<file path="src/design/udt_regs.vh">
`ifndef UDT_REGS_VH
`define UDT_REGS_VH
`define UDT_CTRL_OFFSET   12'h000
`define UDT_STAT_OFFSET   12'h004
`define UDT_METHOD_BIT    7
`define UDT_ENABLE_BIT    6
`define UDT_XMODE_BIT     5
`define UDT_SCYC_LSB      0
`define UDT_MCYC_LSB      8
`define UDT_WMASK         32'h0000_03E3
`define UDT_CTRL_RESET    32'h0000_0303
`define UDT_CYC_RESET     2'h3
`define UDT_CLKS_RESET    3'h5
`endif

</file>
<file path="src/design/udt_timing_ctrl.v">
// The implementer's own choices: the AHB-Lite register port and the placing of the registers.
`timescale 1ns/10ps
`include "udt_regs.vh"
module udt_timing_ctrl (
  input  wire        I_CLOCK,
  input  wire        I_RESET_N,
  input  wire        I_HSEL,
  input  wire [11:0] I_HADDR,
  input  wire [1:0]  I_HTRANS,
  input  wire        I_HWRITE,
  input  wire [2:0]  I_HSIZE,
  input  wire [31:0] I_HWDATA,
  input  wire        I_HREADY,
  input  wire        I_SETFEAT_UDMA,
  input  wire        I_SLAVE_BUSY,
  input  wire        I_MASTER_BUSY,
  output reg  [31:0] O_HRDATA,
  output reg         O_HREADYOUT,
  output reg         O_HRESP,
  output reg         O_SLAVE_UDMA_EN,
  output reg         O_SLAVE_PIO_MODE,
  output reg  [2:0]  O_SLAVE_CYCLE_CLKS,
  output reg  [2:0]  O_MASTER_CYCLE_CLKS
);
  ////////////////////////////////////////////////////////////////////
  // address decode and field helpers
  function is_ctrl;
    input [11:0] addr;
    begin
      is_ctrl = (addr == `UDT_CTRL_OFFSET);
    end
  endfunction

  function is_stat;
    input [11:0] addr;
    begin
      is_stat = (addr == `UDT_STAT_OFFSET);
    end
  endfunction

  // only writable bits survive, reserved bits stay zero
  function [31:0] ctrl_view;
    input [31:0] raw;
    begin
      ctrl_view = raw & `UDT_WMASK;
    end
  endfunction

  ////////////////////////////////////////////////////////////////////
  // two-flop synchronisers for drive-side pins
  reg  [1:0] sf_sync_q;
  reg  [1:0] sb_sync_q;
  reg  [1:0] mb_sync_q;
  wire       setfeat;
  wire       sbusy;
  wire       mbusy;

  always @(posedge I_CLOCK or negedge I_RESET_N) begin
    if (!I_RESET_N) begin
      sf_sync_q <= 2'h0;
      sb_sync_q <= 2'h0;
      mb_sync_q <= 2'h0;
    end else begin
      sf_sync_q <= {sf_sync_q[0], I_SETFEAT_UDMA};
      sb_sync_q <= {sb_sync_q[0], I_SLAVE_BUSY};
      mb_sync_q <= {mb_sync_q[0], I_MASTER_BUSY};
    end
  end

  assign setfeat = sf_sync_q[1];
  assign sbusy   = sb_sync_q[1];
  assign mbusy   = mb_sync_q[1];

  ////////////////////////////////////////////////////////////////////
  // ahb-lite address phase capture
  reg         wr_pend_q;
  reg         wr_pend_d;
  reg  [11:0] addr_q;
  reg  [11:0] addr_d;
  wire        take;
  wire        rd_take;

  assign take    = I_HSEL & I_HREADY & I_HTRANS[1];
  assign rd_take = take & ~I_HWRITE;

  always @* begin
    wr_pend_d = take & I_HWRITE;
    addr_d    = addr_q;
    if (take) begin
      addr_d = I_HADDR;
    end
  end

  always @(posedge I_CLOCK or negedge I_RESET_N) begin
    if (!I_RESET_N) begin
      wr_pend_q <= 1'b0;
      addr_q    <= 12'h000;
    end else begin
      wr_pend_q <= wr_pend_d;
      addr_q    <= addr_d;
    end
  end

  ////////////////////////////////////////////////////////////////////
  // control register
  reg  [31:0] ctrl_q;
  reg  [31:0] ctrl_d;
  wire        ctrl_wr;
  wire [31:0] ctrl_now;

  assign ctrl_wr  = wr_pend_q & is_ctrl(addr_q);
  // a read right behind a write sees the new value
  assign ctrl_now = ctrl_wr ? ctrl_view(I_HWDATA) : ctrl_q;

  always @* begin
    ctrl_d = ctrl_q;
    if (ctrl_wr) begin
      ctrl_d = ctrl_view(I_HWDATA);
    end
  end

  always @(posedge I_CLOCK or negedge I_RESET_N) begin
    if (!I_RESET_N) begin
      ctrl_q <= `UDT_CTRL_RESET;
    end else begin
      ctrl_q <= ctrl_d;
    end
  end

  ////////////////////////////////////////////////////////////////////
  // read data and response
  reg  [31:0] rdata_d;
  wire [31:0] stat_rd;

  assign stat_rd = {24'h00_0000, O_SLAVE_CYCLE_CLKS, O_MASTER_CYCLE_CLKS,
                    O_SLAVE_PIO_MODE, O_SLAVE_UDMA_EN};

  // read data stands until the next read is taken
  always @* begin
    rdata_d = O_HRDATA;
    if (rd_take) begin
      if (is_ctrl(I_HADDR)) begin
        rdata_d = ctrl_now;
      end else if (is_stat(I_HADDR)) begin
        rdata_d = stat_rd;
      end else begin
        rdata_d = 32'h0000_0000;
      end
    end
  end

  always @(posedge I_CLOCK or negedge I_RESET_N) begin
    if (!I_RESET_N) begin
      O_HRDATA    <= 32'h0000_0000;
      O_HREADYOUT <= 1'b1;
      O_HRESP     <= 1'b0;
    end else begin
      O_HRDATA    <= rdata_d;
      O_HREADYOUT <= 1'b1;
      O_HRESP     <= 1'b0;
    end
  end

  ////////////////////////////////////////////////////////////////////
  // effective drive settings
  wire       method;
  wire       en_eff;
  wire [1:0] scode;
  wire [1:0] mcode;
  wire [2:0] sclk;
  wire [2:0] mclk;

  assign method = ctrl_q[`UDT_METHOD_BIT];
  assign en_eff = method ? ctrl_q[`UDT_ENABLE_BIT] : setfeat;
  assign scode  = ctrl_q[`UDT_SCYC_LSB+1:`UDT_SCYC_LSB];
  assign mcode  = ctrl_q[`UDT_MCYC_LSB+1:`UDT_MCYC_LSB];

  udt_cycle_len u_scyc (
    .i_code   (scode),
    .o_clocks (sclk)
  );

  udt_cycle_len u_mcyc (
    .i_code   (mcode),
    .o_clocks (mclk)
  );

  ////////////////////////////////////////////////////////////////////
  // outputs latched only while the drive is idle
  // busy is seen two clocks late, so a setting may move in that gap
  reg       slv_en_d;
  reg       slv_pio_d;
  reg [2:0] slv_clks_d;
  reg [2:0] mst_clks_d;

  always @* begin
    slv_en_d   = O_SLAVE_UDMA_EN;
    slv_pio_d  = O_SLAVE_PIO_MODE;
    slv_clks_d = O_SLAVE_CYCLE_CLKS;
    mst_clks_d = O_MASTER_CYCLE_CLKS;
    if (!sbusy) begin
      slv_en_d   = en_eff;
      slv_pio_d  = ctrl_q[`UDT_XMODE_BIT];
      slv_clks_d = sclk;
    end
    if (!mbusy) begin
      mst_clks_d = mclk;
    end
  end

  always @(posedge I_CLOCK or negedge I_RESET_N) begin
    if (!I_RESET_N) begin
      O_SLAVE_UDMA_EN     <= 1'b0;
      O_SLAVE_PIO_MODE    <= 1'b0;
      O_SLAVE_CYCLE_CLKS  <= `UDT_CLKS_RESET;
      O_MASTER_CYCLE_CLKS <= `UDT_CLKS_RESET;
    end else begin
      O_SLAVE_UDMA_EN     <= slv_en_d;
      O_SLAVE_PIO_MODE    <= slv_pio_d;
      O_SLAVE_CYCLE_CLKS  <= slv_clks_d;
      O_MASTER_CYCLE_CLKS <= mst_clks_d;
    end
  end

endmodule

</file>
<file path="src/design/udt_cycle_len.v">
`timescale 1ns/10ps
`include "udt_regs.vh"
module udt_cycle_len (
  input  wire [1:0] i_code,
  output wire [2:0] o_clocks
);
  assign o_clocks = {1'b0, i_code} + 3'h2;
endmodule

</file>
<file path="config.mk">
export PLATFORM = sky130hd
export DESIGN_NAME = udt_timing_ctrl
export DESIGN_NICKNAME = d
export VERILOG_FILES = /design/src/design/udt_timing_ctrl.v /design/src/design/udt_cycle_len.v
export VERILOG_INCLUDE_DIRS = /design/src /design/src/design
export SDC_FILE = /design/constraint.sdc
export NUM_CORES = 1
export LEC_CHECK = 0
export BUFFER_PORTS_ARGS = -buffer_cell sky130_fd_sc_hd__buf_2
export CAP_MARGIN = 20
export CELL_PAD_IN_SITES_DETAIL_PLACEMENT = 1
export CELL_PAD_IN_SITES_GLOBAL_PLACEMENT = 1
export CORE_MARGIN = 3
export CORE_UTILIZATION = 44
export DETAILED_ROUTE_END_ITERATION = 16
export GPL_TIMING_DRIVEN = 1
export HOLD_SLACK_MARGIN = 0.03
export PLACE_DENSITY_LB_ADDON = 0.1
export SYNTH_ARGS = -nofsm -noshare
export SYNTH_HDL_FRONTEND = slang
export SYNTH_HIERARCHICAL = 1
export SYNTH_SLANG_ARGS = --single-unit
</file>
<file path="constraint.sdc">
create_clock -name I_CLOCK -period 3.2 [get_ports I_CLOCK]
set_input_delay 0.48 -clock I_CLOCK [delete_from_list [all_inputs] [get_ports I_CLOCK]]
set_output_delay 0.48 -clock I_CLOCK [all_outputs]
set_load 0.02 [all_outputs]
</file>
==> impl_results.md <==
- PD cells: 534 nW/µm²
- Worst slew margin: 57.1%
- Netlist cell types: 25
- Routed Antenna Nets: 0
- Reg-to-reg startpoint: addr_q[11]$_DFFE_PN0N_
- Fin. max-slew vios: 0
- Drt first-iter violations: 81
- CTS tree: done
- Pre-antenna DRT Iters: 4
- Top cells by area, synth: dfrtp_1 62%, mux2_2 7.4%, dfstp_2 6.3%
- Post-synth EDFFs: 0
- Total clock sinks: 91
- RSZ-0062 raised after global routing: false
- Htree depth: 3
- Reg clk slew, reported paths: 0.09 ns
- Vias: 1991
- GP Congestion: 0.703
- GR Overflow Total: 0
- Count of state elements after synthesis: 91
- Cts hold-fix bufs: 0
- Hold_ws: 0.237 ns
- GRT Overall Usage: 17.1%
- Most numerous cell in the Yosys netlist: dfrtp_1
- Die ar.: approximately 8700 µm²
- Number of buffers created by CTS: 9
- Nets: 346
- Die height: approximately 93 µm
- Share of layout cells above drive strength 1: 41.0%
- Clock Latency Late Sink: ~0.35 ns
- Largest net degree at the start of global routing: a little over 90
- Leak Pwr: 2.03 nW
- R2R setup slack: roughly 1.1 ns
- Root Driver: clkbuf_8
- Die width: 93.1 µm
- First-pass GRT wire length: roughly 11 mm
- Area Growth Syn to Fin: 18.7%
- Hold Path Class: in2reg
- Most frequent cells after synthesis: 83 x dfrtp_1, 33 x and2_1, 24 x a22o_1
- Hold path startpoint: I_SETFEAT_UDMA
- Placed wire-length estimate: 4.18 mm
- Diode count: 0
- Final setup viols: 0
- Drt drc: 0
- Tightest Pin Transition: 0.641 ns
- Top-area cell type share of the netlist area: between 60% and 70%
- Reg2reg end: O_HRDATA[7]$_DFFE_PN0P_
- CP startpoint: addr_q[11]$_DFFE_PN0N_
- Cts repair resizes: 0
- Setup TNS: 0 ns
- Post-synth top flop: dfrtp_1
- Min Tclk post-route: approximately 2.1 ns
- Final period util: ~67%
- IR Drop Worst-Case VDD: 219 µV
- Cell taking the most area after synthesis: dfrtp_1
- Post-synthesis net count: 279
- Status: finished, final reports clean
- YS warnings: 6
- Fraction of registers with async set/reset: 100%
- PortBufs: 67
- Crit start category: register
- Clock Skew: 0.0111 ns
- Setup crit end: O_HRDATA[7]$_DFFE_PN0P_
- # rows: 31
- Core area: 7290 µm²
- DR WL/cell: ~17 µm
- CP Class: reg2reg
- Clk buf depth: 2
- Initial Utilization: 45.8%
- R2R cell count: 4
- Wirelength, routed: 6.72 mm
- Via density: 5.08
- CP Capture Type: register
- Vias in the first global route: roughly 2200
- Sequential area share after synthesis: 68.5%
- Postcts setup bufs: 0
- Max cap viols: 0
- Arr. time, crit path: around 2.4 ns
- Fmax: 467 MHz
- Final Hold Fails: 0
- Synth Instances: 222
- Netlist Area Pre-Place: around 3300 µm²
- Initial antenna violation count: 0
- Crit path max fanout: 32
- IO Pins: 99
- Syn_area_per_cell: 15.0 µm²
- Req. time, crit path: 3.43 ns
placed cells by master (no fill, tap or decap):
master         count
dlygate4sd3_1      1
buf_2             66
dfstp_2            8
inv_1              4
conb_1             2
and2_1            33
mux2_2            22
nor4_1             2
a221o_1            8
nand4b_1           2
o21ai_0            2
a22o_1            24
nor2_1             3
clkbuf_8          12
buf_12             1
mux2i_1            1
dfrtp_1           83
nor2_2             1
clkinv_2           2
nand3_1            1
clkbuf_1           1
nand4_4            1
nor4b_4            1
mux2_4             1
nor3_1             2
mux2_1             2
nor4_4             1
buf_4              3
buf_16             1
nand2_1            2
power breakdown:
part | switching (mW) | internal [mW] | total (mW) | leakage, nW
clock | 0.371 | 0.340 | 0.712 | 0.0953
sequential | 0.0429 | 1.21 | 1.25 | 1.19
combinational | 0.0806 | 0.0697 | 0.150 | 0.744
total | 0.495 | 1.62 | 2.11 | 2.03
layout make-up:
| type | instances | area [µm²] |
|---|---|---|
| clock buffer | 13 | 169 |
| inverter | 4 | 15.0 |
| timing repair buffer | 72 | 410 |
| sequential | 91 | 2290 |
| fill | 763 | 3330 |
| tap | 99 | 124 |
| clock inverter | 2 | 10.0 |
| multi-input combinational | 111 | 946 |
how the worst min path moves through the flow:
stage | depth (start not counted) | to | slack (ns)
floorplan | 0 | O_HRDATA[0]$_DFFE_PN0P_ | 0.18
global placement | 0 | sf_sync_q[1]$_DFF_PN0_ | 0.33
detailed placement | 0 | mb_sync_q[1]$_DFF_PN0_ | 0.34
CTS | 1 | sf_sync_q[0]$_DFF_PN0_ | 0.21
global route | 1 | sf_sync_q[0]$_DFF_PN0_ | 0.22
finish | 1 | sf_sync_q[0]$_DFF_PN0_ | 0.24
kinds of logic (layout without fill, tap and decap cells):
logic type,after synthesis,in the layout,share of synthesized area [%]
mux,26,26,8.85
flops,91,91,68.5
other cells,2,2,0.225
simple gates,49,49,10.2
buf+inv,20,91,3.19
compound gates,34,34,9.00
worst max-delay path, stage by stage, from the launching register on:
cell and delay, ns:
dfrtp_1 0.42, nor4b_4 0.35, nand4_4 0.47, mux2_4 0.46, a221o_1 0.31
stage by stage:
step                util [%]  cells  instance area (µm²)  power [mW]  setup slack [ns]
finish                  54.3    392                 3960        2.11              1.06
global route            54.3    392                 3960        2.22             0.907
CTS                     53.8    390                 3920        2.15              1.01
detailed placement      51.4    375                 3740        1.43              1.03
global placement        51.4    375                 3740        1.42              1.04
floorplan                  -    222                 3340        1.36              1.47
registers in the layout (all words and copies together) (netlist names), 2 cells and up:
signal and flops:
O_SLAVE_CYCLE_CLKS 3, sf_sync_q 2, O_HRDATA 32, addr_q 12, sb_sync_q 2, ctrl_q 32
mb_sync_q 2, O_MASTER_CYCLE_CLKS 3
metal layers:
metal	up-vias	wire [µm]	GRT usage [%]
li1	902	-	-
met4	0	121	7.81
met1	1024	3090	23.2
met3	9	343	3.70
met2	56	3170	26.5
met5	-	0	0
(Power assumes the default switching activity.)
